$ cat config.mk
export PLATFORM = sky130hd
export DESIGN_NAME = rwl_reset_ctrl
export DESIGN_NICKNAME = d
export VERILOG_FILES = /design/src/core/rwl_pkg.sv /design/src/core/rwl_wdt.sv /design/src/core/rwl_reset_ctrl.sv
export SDC_FILE = /design/constraint.sdc
export NUM_CORES = 1
export LEC_CHECK = 0
export ABC_AREA = 1
export BUFFER_PORTS_ARGS = -buffer_cell sky130_fd_sc_hd__clkbuf_2
export CORE_UTILIZATION = 45
export CTS_CLUSTER_DIAMETER = 200
export DETAILED_ROUTE_END_ITERATION = 10
export MAX_ROUTING_LAYER = met4
export PLACE_DENSITY = 0.77
export SETUP_SLACK_MARGIN = 0.4
export SYNTH_ARGS = -nofsm -noshare
export SYNTH_HDL_FRONTEND = slang
export SYNTH_SLANG_ARGS = --single-unit
export TNS_END_PERCENT = 50
$ cat constraint.sdc
create_clock -name CLOCK -period 2.23 [get_ports CLOCK]
set_input_delay 0.446 -clock CLOCK [delete_from_list [all_inputs] [get_ports CLOCK]]
set_output_delay 0.446 -clock CLOCK [all_outputs]
set_load 0.01 [all_outputs]
$ cat src/core/rwl_pkg.sv
package rwl_pkg;
   // register byte offsets on the special function register bus
   localparam logic [7:0] OFS_OPTION_CONTROL = 8'h94;
   localparam logic [7:0] OFS_SOFTWARE_COMMAND = 8'h97;
   localparam logic [7:0] OFS_DETECTOR_POWER_DOWN = 8'hE5;
   localparam logic [7:0] OFS_AUX_CONTROL_TWO = 8'hF7;
   localparam logic [7:0] OFS_AUX_CONTROL_ONE = 8'hF8;
   // flash address of the configuration word block
   localparam logic [15:0] CFG_BLOCK_BASE = 16'h1FF0;
   localparam int CFG_BLOCK_BYTES = 16;
   localparam logic [15:0] CFG_WORD_HIGH_ADDR = 16'h1FFF;
   // reset values
   localparam logic [7:0] RST_OPTION_CONTROL = 8'h00;
   localparam logic [7:0] RST_DETECTOR_POWER_DOWN = 8'h00;
   localparam logic [7:0] RST_AUX_CONTROL_TWO = 8'h06;
   localparam logic [7:0] RST_AUX_CONTROL_ONE = 8'h00;
   localparam logic [7:0] RST_CONFIG_WORD = 8'h00;
   // storable bits of the first auxiliary register
   localparam logic [7:0] AUXILIARY_CONTROL_ONE_RW_MASK = 8'h5D;
   // field positions
   localparam int PERIOD_SEL_LSB = 4;
   localparam int WDT_CTRL_LSB = 6;
   localparam int POWER_SAVE_BIT = 5;
   localparam int WDT_CLEAR_BIT = 7;
   localparam int WDT_STATUS_BIT = 1;
   localparam int PIN_ENABLE_BIT = 6;
   localparam int UV_SEL_LSB = 4;
   // command codes
   localparam logic [7:0] CMD_SOFT_RESET = 8'h56;
   localparam logic [7:0] CMD_DETECT_ALL_OFF = 8'h37;
   localparam logic [7:0] CMD_DETECT_UV_OFF = 8'h38;
   // cpu operation modes as driven on the mode port
   localparam logic [1:0] MODE_FAST = 2'h0;
   localparam logic [1:0] MODE_SLOW = 2'h1;
   localparam logic [1:0] MODE_IDLE = 2'h2;
   localparam logic [1:0] MODE_STOP = 2'h3;
   // timing
   localparam int CLOCK_HZ = 10000000;
   localparam int WARMUP_MS = 25;
   localparam int WARMUP_CYC = CLOCK_HZ / 1000 * WARMUP_MS;
   localparam int SRC_HZ = 80000;
   localparam int PIN_LOW_TICKS = 2;
   localparam int WDT_MS_SEL0 = 400;
   localparam int WDT_MS_SEL1 = 200;
   localparam int WDT_MS_SEL2 = 100;
   localparam int WDT_MS_SEL3 = 50;
   localparam int WDT_TICKS_SEL0 = SRC_HZ / 1000 * WDT_MS_SEL0;
   localparam int WDT_TICKS_SEL1 = SRC_HZ / 1000 * WDT_MS_SEL1;
   localparam int WDT_TICKS_SEL2 = SRC_HZ / 1000 * WDT_MS_SEL2;
   localparam int WDT_TICKS_SEL3 = SRC_HZ / 1000 * WDT_MS_SEL3;
   localparam int RST_HOLD_CYC = 16;
   // sequencer states
   typedef enum logic [1:0] {ST_WARMUP, ST_LOAD, ST_HOLD, ST_RUN} rwl_state_t;
endpackage

$ cat src/core/rwl_wdt.sv
`timescale 1ns/1ns
`default_nettype none
module rwl_wdt #(
   parameter int CNT_W = 15
) (
   input wire logic clk, // system clock
   input wire logic srst, // synchronous reset, also any chip reset
   input wire logic tick, // one slow rc period elapsed
   input wire logic run, // time base allowed to count
   input wire logic clear, // software clear strobe
   input wire logic [1:0] period_sel, // overflow period select
   output logic overflow // one-cycle pulse at terminal count
);
   logic [CNT_W-1:0] count_ff;
   logic [CNT_W-1:0] nxt_count;
   logic [CNT_W-1:0] limit;
   logic at_limit;

   ////////////////////////////////////////////////////////////////////////
   // period lookup in slow rc ticks
   assign limit = (period_sel == 2'h0) ? CNT_W'(rwl_pkg::WDT_TICKS_SEL0 - 1) :
                  (period_sel == 2'h1) ? CNT_W'(rwl_pkg::WDT_TICKS_SEL1 - 1) :
                  (period_sel == 2'h2) ? CNT_W'(rwl_pkg::WDT_TICKS_SEL2 - 1) :
                                         CNT_W'(rwl_pkg::WDT_TICKS_SEL3 - 1);
   // a shortened period while counting above it still overflows on the next counting tick
   assign at_limit = run && tick && (count_ff >= limit);
   assign nxt_count = (clear || at_limit) ? '0 :
                      (run && tick) ? count_ff + CNT_W'(1) : count_ff;

   // counter only advances on slow rc ticks
   always_ff @(posedge clk) begin
      if (srst) begin
         count_ff <= '0;
         overflow <= 1'b0;
      end else begin
         count_ff <= nxt_count;
         overflow <= at_limit && !clear;
      end
   end
endmodule
`default_nettype wire

$ cat src/core/rwl_reset_ctrl.sv
`timescale 1ns/1ns
`default_nettype none
module rwl_reset_ctrl #(
   parameter int WARMUP_CYCLES = rwl_pkg::WARMUP_CYC,
   parameter int HOLD_CYCLES = rwl_pkg::RST_HOLD_CYC
) (
   input wire logic CLOCK, // system clock, 10 MHz
   input wire logic SRST, // power-up reset of this block, active high
   input wire logic POR_EVENT, // supply monitor power-on event
   input wire logic UV_LOW, // supply below the selected trip level
   input wire logic EXT_RESET_N, // reset pin, active low
   input wire logic SRC_CLK, // slow rc clock level, sampled
   input wire logic [1:0] CPU_MODE, // fast, slow, idle or stop
   input wire logic [7:0] SFR_ADDR, // register address
   input wire logic SFR_WR, // register write strobe
   input wire logic SFR_RD, // register read strobe
   input wire logic [7:0] SFR_WDATA, // register write data
   output logic [7:0] SFR_RDATA, // register read data, one cycle after strobe
   output logic [15:0] FLASH_ADDR, // configuration fetch address
   output logic FLASH_RD, // configuration fetch strobe
   input wire logic [7:0] FLASH_RDATA, // fetch data, one cycle after strobe
   output logic CHIP_RESET, // chip reset, active high
   output logic [7:0] CFG_WORD_HIGH, // loaded high configuration byte
   output logic [1:0] UV_THRESH_SEL, // trip level select to supply monitor
   output logic UV_DETECT_EN, // low-voltage detector enable
   output logic POR_DETECT_EN, // power-on detector enable
   output logic POWER_SAVE, // reduced power in idle and stop
   output logic WDT_CLOCK_RUN // slow time base kept alive for watchdog
);
   localparam int WCNT_W = $clog2(WARMUP_CYCLES + 1);

   ////////////////////////////////////////////////////////////////////////
   // registers
   rwl_pkg::rwl_state_t state_ff;
   rwl_pkg::rwl_state_t nxt_state;
   logic [WCNT_W-1:0] cnt_ff;
   logic [WCNT_W-1:0] nxt_cnt;
   logic [4:0] load_idx_ff;
   logic [7:0] option_ff;
   logic [7:0] pdown_ff;
   logic [7:0] auxiliary_control_two_ff;
   logic [7:0] auxiliary_control_one_ff;
   logic [7:0] cfg_ff;
   logic wdt_status_ff;
   logic src_prev_ff;
   logic [1:0] pin_low_ticks_ff;
   logic [7:0] rdata_ff;

   ////////////////////////////////////////////////////////////////////////
   // decoded wires
   logic in_fast;
   logic in_slow;
   logic in_idle_stop;
   logic src_tick;
   logic wr_option;
   logic wr_cmd;
   logic wr_pdown;
   logic wr_auxiliary_control_two;
   logic wr_auxiliary_control_one;
   logic soft_req;
   logic pin_req;
   logic wdt_req;
   logic uv_req;
   logic por_req;
   logic any_warm_req;
   logic wdt_overflow;
   logic wdt_run;
   logic wdt_clear;
   logic wdt_rst_en;
   logic pdown_all;
   logic pdown_uv;
   logic running;
   logic [1:0] wdt_ctrl;
   logic [7:0] rd_sel;
   logic [7:0] auxiliary_control_one_clr_mask;

   // single bit mask of the self-clearing watchdog clear strobe
   assign auxiliary_control_one_clr_mask = 8'h01 << rwl_pkg::WDT_CLEAR_BIT;
   // mode decode
   assign in_fast = CPU_MODE == rwl_pkg::MODE_FAST;
   assign in_slow = CPU_MODE == rwl_pkg::MODE_SLOW;
   assign in_idle_stop = (CPU_MODE == rwl_pkg::MODE_IDLE) ||
                         (CPU_MODE == rwl_pkg::MODE_STOP);
   assign running = state_ff == rwl_pkg::ST_RUN;

   // register write decode; writes during chip reset are dropped
   assign wr_option = running && SFR_WR && (SFR_ADDR == rwl_pkg::OFS_OPTION_CONTROL);
   assign wr_cmd = running && SFR_WR && (SFR_ADDR == rwl_pkg::OFS_SOFTWARE_COMMAND);
   assign wr_pdown = running && SFR_WR && (SFR_ADDR == rwl_pkg::OFS_DETECTOR_POWER_DOWN);
   assign wr_auxiliary_control_two = running && SFR_WR && (SFR_ADDR == rwl_pkg::OFS_AUX_CONTROL_TWO);
   assign wr_auxiliary_control_one = running && SFR_WR && (SFR_ADDR == rwl_pkg::OFS_AUX_CONTROL_ONE);

   ////////////////////////////////////////////////////////////////////////
   // slow rc tick: rising edge of the sampled slow clock
   assign src_tick = SRC_CLK && !src_prev_ff;

   // pin reset: count slow rc ticks while the pin stays low
   always_ff @(posedge CLOCK) begin
      if (SRST) begin
         src_prev_ff <= 1'b0;
         pin_low_ticks_ff <= 2'h0;
      end else begin
         src_prev_ff <= SRC_CLK;
         if (EXT_RESET_N)
            pin_low_ticks_ff <= 2'h0;
         else if (src_tick && (pin_low_ticks_ff != 2'h3))
            pin_low_ticks_ff <= pin_low_ticks_ff + 2'h1;
      end
   end

   // a glitch no longer than one slow period never reaches the count
   assign pin_req = cfg_ff[rwl_pkg::PIN_ENABLE_BIT] &&
                    (pin_low_ticks_ff >= 2'(rwl_pkg::PIN_LOW_TICKS));

   ////////////////////////////////////////////////////////////////////////
   // detector enables: the power-down override only bites in fast mode
   assign pdown_all = in_fast && (pdown_ff == rwl_pkg::CMD_DETECT_ALL_OFF);
   assign pdown_uv = in_fast && ((pdown_ff == rwl_pkg::CMD_DETECT_ALL_OFF) ||
                                 (pdown_ff == rwl_pkg::CMD_DETECT_UV_OFF));
   // power save turns the undervoltage detector off in idle and stop
   assign UV_DETECT_EN = !pdown_uv &&
                         !(auxiliary_control_two_ff[rwl_pkg::POWER_SAVE_BIT] && in_idle_stop);
   assign POR_DETECT_EN = !pdown_all;
   assign UV_THRESH_SEL = cfg_ff[rwl_pkg::UV_SEL_LSB +: 2];
   assign POWER_SAVE = auxiliary_control_two_ff[rwl_pkg::POWER_SAVE_BIT];

   // reset sources
   assign por_req = POR_EVENT && POR_DETECT_EN;
   assign uv_req = UV_LOW && UV_DETECT_EN;
   assign soft_req = wr_cmd && (SFR_WDATA == rwl_pkg::CMD_SOFT_RESET);
   assign any_warm_req = soft_req || pin_req || wdt_req || uv_req;

   ////////////////////////////////////////////////////////////////////////
   // watchdog enable: counting in fast/slow always, idle/stop only at 11
   assign wdt_ctrl = auxiliary_control_two_ff[rwl_pkg::WDT_CTRL_LSB +: 2];
   assign wdt_rst_en = wdt_ctrl[1] && (wdt_ctrl[0] || in_fast || in_slow);
   assign wdt_run = running && (in_fast || in_slow || (wdt_ctrl == 2'h3));
   assign wdt_clear = auxiliary_control_one_ff[rwl_pkg::WDT_CLEAR_BIT];
   assign wdt_req = wdt_overflow && wdt_rst_en;
   // in stop, only the slow time base stays alive for a counting watchdog
   assign WDT_CLOCK_RUN = wdt_run;

   // watchdog counter held cleared through every chip reset
   rwl_wdt #(
      .CNT_W(15)
   ) u_wdt (
      .clk(CLOCK),
      .srst(SRST || !running),
      .tick(src_tick),
      .run(wdt_run),
      .clear(wdt_clear),
      .period_sel(option_ff[rwl_pkg::PERIOD_SEL_LSB +: 2]),
      .overflow(wdt_overflow)
   );

   ////////////////////////////////////////////////////////////////////////
   // reset sequencer next state
   always_comb begin
      nxt_state = state_ff;
      nxt_cnt = cnt_ff;
      unique case (state_ff)
         rwl_pkg::ST_WARMUP: begin
            // warm-up before the configuration fetch
            if (cnt_ff >= WCNT_W'(WARMUP_CYCLES - 1)) begin
               nxt_state = rwl_pkg::ST_LOAD;
               nxt_cnt = '0;
            end else begin
               nxt_cnt = cnt_ff + WCNT_W'(1);
            end
         end
         rwl_pkg::ST_LOAD: begin
            if (load_idx_ff == 5'(rwl_pkg::CFG_BLOCK_BYTES))
               nxt_state = rwl_pkg::ST_RUN;
         end
         rwl_pkg::ST_HOLD: begin
            // a source still active restarts the hold time
            if (any_warm_req)
               nxt_cnt = '0;
            else if (cnt_ff >= WCNT_W'(HOLD_CYCLES - 1))
               nxt_state = rwl_pkg::ST_RUN;
            else
               nxt_cnt = cnt_ff + WCNT_W'(1);
         end
         rwl_pkg::ST_RUN: begin
            if (any_warm_req) begin
               nxt_state = rwl_pkg::ST_HOLD;
               nxt_cnt = '0;
            end
         end
      endcase
      // power-on event outranks everything and restarts warm-up
      if (por_req) begin
         nxt_state = rwl_pkg::ST_WARMUP;
         nxt_cnt = '0;
      end
   end

   // sequencer state
   always_ff @(posedge CLOCK) begin
      if (SRST) begin
         state_ff <= rwl_pkg::ST_WARMUP;
         cnt_ff <= '0;
      end else begin
         state_ff <= nxt_state;
         cnt_ff <= nxt_cnt;
      end
   end

   assign CHIP_RESET = !running;

   ////////////////////////////////////////////////////////////////////////
   // configuration fetch: one byte per cycle, data back one cycle later
   assign FLASH_RD = (state_ff == rwl_pkg::ST_LOAD) &&
                     (load_idx_ff < 5'(rwl_pkg::CFG_BLOCK_BYTES));
   assign FLASH_ADDR = rwl_pkg::CFG_BLOCK_BASE + {12'h000, load_idx_ff[3:0]};

   // only the high configuration byte is kept by this block
   always_ff @(posedge CLOCK) begin
      if (SRST || (state_ff != rwl_pkg::ST_LOAD)) begin
         load_idx_ff <= 5'h00;
      end else if (load_idx_ff != 5'(rwl_pkg::CFG_BLOCK_BYTES)) begin
         load_idx_ff <= load_idx_ff + 5'h01;
      end
   end

   // configuration byte survives warm resets; reloaded only after power-on
   always_ff @(posedge CLOCK) begin
      if (SRST)
         cfg_ff <= rwl_pkg::RST_CONFIG_WORD;
      else if ((state_ff == rwl_pkg::ST_LOAD) &&
               (load_idx_ff == 5'(rwl_pkg::CFG_BLOCK_BYTES)))
         cfg_ff <= FLASH_RDATA;
   end
   assign CFG_WORD_HIGH = cfg_ff;

   ////////////////////////////////////////////////////////////////////////
   // control registers, back to defaults while chip reset is held
   always_ff @(posedge CLOCK) begin
      if (SRST || !running) begin
         option_ff <= rwl_pkg::RST_OPTION_CONTROL;
         pdown_ff <= rwl_pkg::RST_DETECTOR_POWER_DOWN;
         auxiliary_control_two_ff <= rwl_pkg::RST_AUX_CONTROL_TWO;
      end else begin
         if (wr_option)
            option_ff <= SFR_WDATA;
         if (wr_pdown)
            pdown_ff <= SFR_WDATA;
         if (wr_auxiliary_control_two)
            auxiliary_control_two_ff <= SFR_WDATA;
      end
   end

   // clear bit is a strobe: hardware drops it the cycle after it is set
   always_ff @(posedge CLOCK) begin
      if (SRST || !running) begin
         auxiliary_control_one_ff <= rwl_pkg::RST_AUX_CONTROL_ONE;
      end else if (wr_auxiliary_control_one) begin
         auxiliary_control_one_ff <= SFR_WDATA & (rwl_pkg::AUXILIARY_CONTROL_ONE_RW_MASK | auxiliary_control_one_clr_mask);
      end else begin
         auxiliary_control_one_ff <= auxiliary_control_one_ff & ~auxiliary_control_one_clr_mask;
      end
   end

   // time-out status must outlive the reset it causes, so of the resets only power-on clears it;
   // a new overflow beats a software clear in the same cycle
   always_ff @(posedge CLOCK) begin
      if (SRST || (state_ff == rwl_pkg::ST_WARMUP))
         wdt_status_ff <= 1'b0;
      else if (wdt_req)
         wdt_status_ff <= 1'b1;
      else if (wr_cmd && !SFR_WDATA[rwl_pkg::WDT_STATUS_BIT])
         wdt_status_ff <= 1'b0;
   end

   ////////////////////////////////////////////////////////////////////////
   // read mux; power-down register is write only and reads zero
   assign rd_sel = (SFR_ADDR == rwl_pkg::OFS_OPTION_CONTROL) ? option_ff :
                   (SFR_ADDR == rwl_pkg::OFS_SOFTWARE_COMMAND) ?
                      (8'h00 | (8'(wdt_status_ff) << rwl_pkg::WDT_STATUS_BIT)) :
                   (SFR_ADDR == rwl_pkg::OFS_AUX_CONTROL_TWO) ? auxiliary_control_two_ff :
                   (SFR_ADDR == rwl_pkg::OFS_AUX_CONTROL_ONE) ? auxiliary_control_one_ff :
                   8'h00;

   // read data registered, holds until the next read strobe
   always_ff @(posedge CLOCK) begin
      if (SRST)
         rdata_ff <= 8'h00;
      else if (SFR_RD)
         rdata_ff <= rd_sel;
   end
   assign SFR_RDATA = rdata_ff;
endmodule
`default_nettype wire

==> flow_metrics.tcl <==
set metrics [dict create \
    arrival_ps 2270 \
    clk_latency_ps 380 \
    grt_max_degree 23 \
    crit_required_ps 2550 \
    antenna_cells 0 \
    synth_top_area_share_pct 36.1 \
    tns_ps 0 \
    critPathLaunchType "flip-flop" \
    synth-main-ff-cell "dfxtp_1" \
    via_count 4916 \
    ir_drop_mv 0.341 \
    area_delta_synth_final_pct 21.0 \
    syn-instance-count 726 \
    gr-usage-all-layers_pct 21.8 \
    cts.path.max_buffers 2 \
    final_nets 854 \
    clock_skew_ps 10.9 \
    drive_gt1_share_pct 24.6 \
    drc_errors 0 \
    detail_route.vias_per_cell 5.19 \
    seq_area_um2 1850 \
    tightest_slew_ps 621 \
    yosys.area.top_type "dfxtp_1" \
    wirelength_um 12600 \
    powerDensity_nw_per_um2 475 \
    die_h_um 108 \
    rows 38 \
    grt_overflow 0 \
    hold_viol 0 \
    grt_setup_unrepaired "yes" \
    worstReg2RegEnd "u_wdt.count_ff[0]$_SDFFE_PP0P_" \
    reg2regPathDepth 12 \
    cts.sinks 91 \
    root_buffer "clkbuf_8" \
    status "finished clean" \
    end_kind "flip-flop" \
    ys_seq_elements 91 \
    drt-initial-drc-count 263 \
    io_pins 74 \
    r2r_setup_slack_ps 280 \
    slew_violations 0 \
    die-area_um2 11600 \
    crit_type "flip-flop to flip-flop" \
    yosysMostFrequentCell "nand2_1" \
    slew_headroom_pct 58.5 \
    crit_start "option_ff[4]$_SDFFE_PP0P_" \
    synth_top_cells_by_area "dfxtp_1, nand2_1, nor2_1, inv_1, nand3_1" \
    dpl_cell_area_um2 5450 \
    yosysWarnings 0 \
    fillers 984 \
    die_w_um 108 \
    endpoint "u_wdt.count_ff[0]$_SDFFE_PP0P_" \
    synth_area_per_cell_um2 6.95 \
    firstDrtPassIters 6 \
    clkTransAtPathRegs_ps 110 \
    finalSetupViolations 0 \
    grt_antenna_before_repair 0 \
    grt_pass1_wl_um 19400 \
    r2r_start "option_ff[4]$_SDFFE_PP0P_" \
    grt_pass1_vias 4297 \
    cts_tree "done" \
    yosysUniqueCellTypes 40 \
    maxCapViolCount 0 \
    async_flop_share_pct 0 \
    synth_area_um2 5050 \
    port_buffers 61 \
    coreArea_um2 10900 \
    leakage_nw 2.70 \
    gp_congestion 0.831 \
    stdcell_area_um2 6110 \
    synth_common_cells "nand2_1, nor2_1, dfxtp_1, inv_1, nand3_1" \
    period_share_pct 87.6 \
    dp_hpwl_um 8520 \
    wl_per_cell_um 13.3 \
    numCtsBuffers 9 \
    worstPathMaxFanout 8 \
    multi_input_area_um2 2970 \
    ctsHtreeMaxLevel 3 \
    final_antenna_net_count 0 \
    synth_edf_count 0 \
    yosysSeqAreaShare_pct 36.1 \
    hold_class "primary input to flip-flop" \
    start_util_pct 46.4 \
    fmax_ghz 0.512 \
    period_needed_ps 1950 \
]
final cells by class:
class | instances | share of cell area [%]
Inverter | 95 | 5.98
Tap cell | 140 | 2.87
Multi-Input combinational cell | 519 | 48.6
Timing Repair Buffer | 87 | 9.03
Clock inverter | 7 | 1.19
Clock buffer | 9 | 2.03
Sequential cell | 91 | 30.3
cell families after synthesis:
family,share of synthesized area [%]
AO/OA/AOI/OAI,10.9
XOR/XNOR,3.64
adder cells (fa/ha/maj),4.21
buffers and inverters,11.5
flip-flops,36.1
other,0.149
AND/OR/NAND/NOR,33.6
flip-flops by register name, indices dropped and copies added (netlist names):
register,count
wdt_status_ff,1
src_prev_ff,1
cnt_ff,18
load_idx_ff,5
u_wdt.overflow,1
CFG_WORD_HIGH,8
auxiliary_control_one_ff,6
pin_low_ticks_ff,2
SFR_RDATA,8
option_ff,8
u_wdt.count_ff,15
auxiliary_control_two_ff,8
state_ff,2
pdown_ff,8
metal layers:
metal / wire length (µm) / track usage [%] / vias to the layer above
li1: - / - / 2473
met1: 5660 / 27.2 / 2265
met2: 5880 / 34.0 / 153
met3: 734 / 3.75 / 25
met4: 316 / 10.4 / 0
met5: 0 / - / -
worst max-delay path: stages, from the launching register on:
cell	delay (ps)
dfxtp_4	400
inv_4	40
ha_4	160
nor2_4	110
ha_1	270
a21oi_2	130
a21boi_2	160
o21ai_1	70
nand2_1	70
nand3_2	80
nand2_4	110
nand3_4	140
nor2_1	140
report_power, final:
part           internal [mW]  switching, mW  total [mW]
clock                  0.438          0.687        1.13
combinational         0.0496         0.0868       0.136
sequential              1.63        0.00921        1.64
what timing repair did:
action	in CTS	in global routing
pin swaps	8	22
cloned	2	4
endpoints found under the hold margin	0	0
endpoints found under the setup margin	36	42
gates resized for setup	21	53
buffers inserted	7	7
hold buffers	0	0
worst min path at each step:
| stage | slack, ps | depth (start not counted) | to | startpoint |
|---|---|---|---|---|
| after floorplan | 400 | 1 | u_wdt.overflow$_SDFF_PP0_ | auxiliary_control_one_ff[7]$_SDFF_PP0_ |
| after global placement | 420 | 1 | u_wdt.overflow$_SDFF_PP0_ | auxiliary_control_one_ff[7]$_SDFF_PP0_ |
| after detailed placement | 410 | 1 | u_wdt.overflow$_SDFF_PP0_ | auxiliary_control_one_ff[7]$_SDFF_PP0_ |
| after CTS | 300 | 3 | src_prev_ff$_SDFF_PP0_ | SRC_CLK |
| after global routing | 300 | 3 | CFG_WORD_HIGH[2]$_SDFFE_PP0P_ | FLASH_RDATA[2] |
| final | 310 | 3 | src_prev_ff$_SDFF_PP0_ | SRC_CLK |
per-stage QoR:
| step | cells | power (mW) | util (%) | worst slack, ps | hold WS (ps) |
|---|---|---|---|---|---|
| global placement | 912 | 1.81 | 50.1 | 162 | 416 |
| finish | 948 | 2.90 | 56.1 | 276 | 305 |
| detailed placement | 912 | 1.81 | 50.1 | 67.6 | 414 |
| floorplan | 736 | 1.76 | - | 332 | 400 |
| global route | 948 | 3.00 | 56.1 | 138 | 302 |
| CTS | 937 | 2.91 | 53.3 | 309 | 302 |
placed cells by master, fill, tap and decap left out, types with 6 or more instances in the layout:
cell type,synthesis,layout
a211oi_1,7,7
a21oi_1,36,35
a31oi_1,6,6
buf_4,18,22
clkbuf_2,0,61
clkbuf_8,0,9
conb_1,2,12
dfxtp_1,91,78
dfxtp_2,0,9
ha_1,17,12
inv_1,89,84
inv_2,6,8
nand2_1,153,143
nand2_2,2,8
nand2_4,3,8
nand3_1,51,44
nand3_2,3,6
nand3_4,2,7
nand4_1,20,20
nor2_1,106,94
nor2_2,11,20
nor2_4,5,9
o21ai_0,31,29
o22ai_1,6,6
xnor2_1,9,9
xor2_1,12,12
Power figures use the tool's default switching activity.
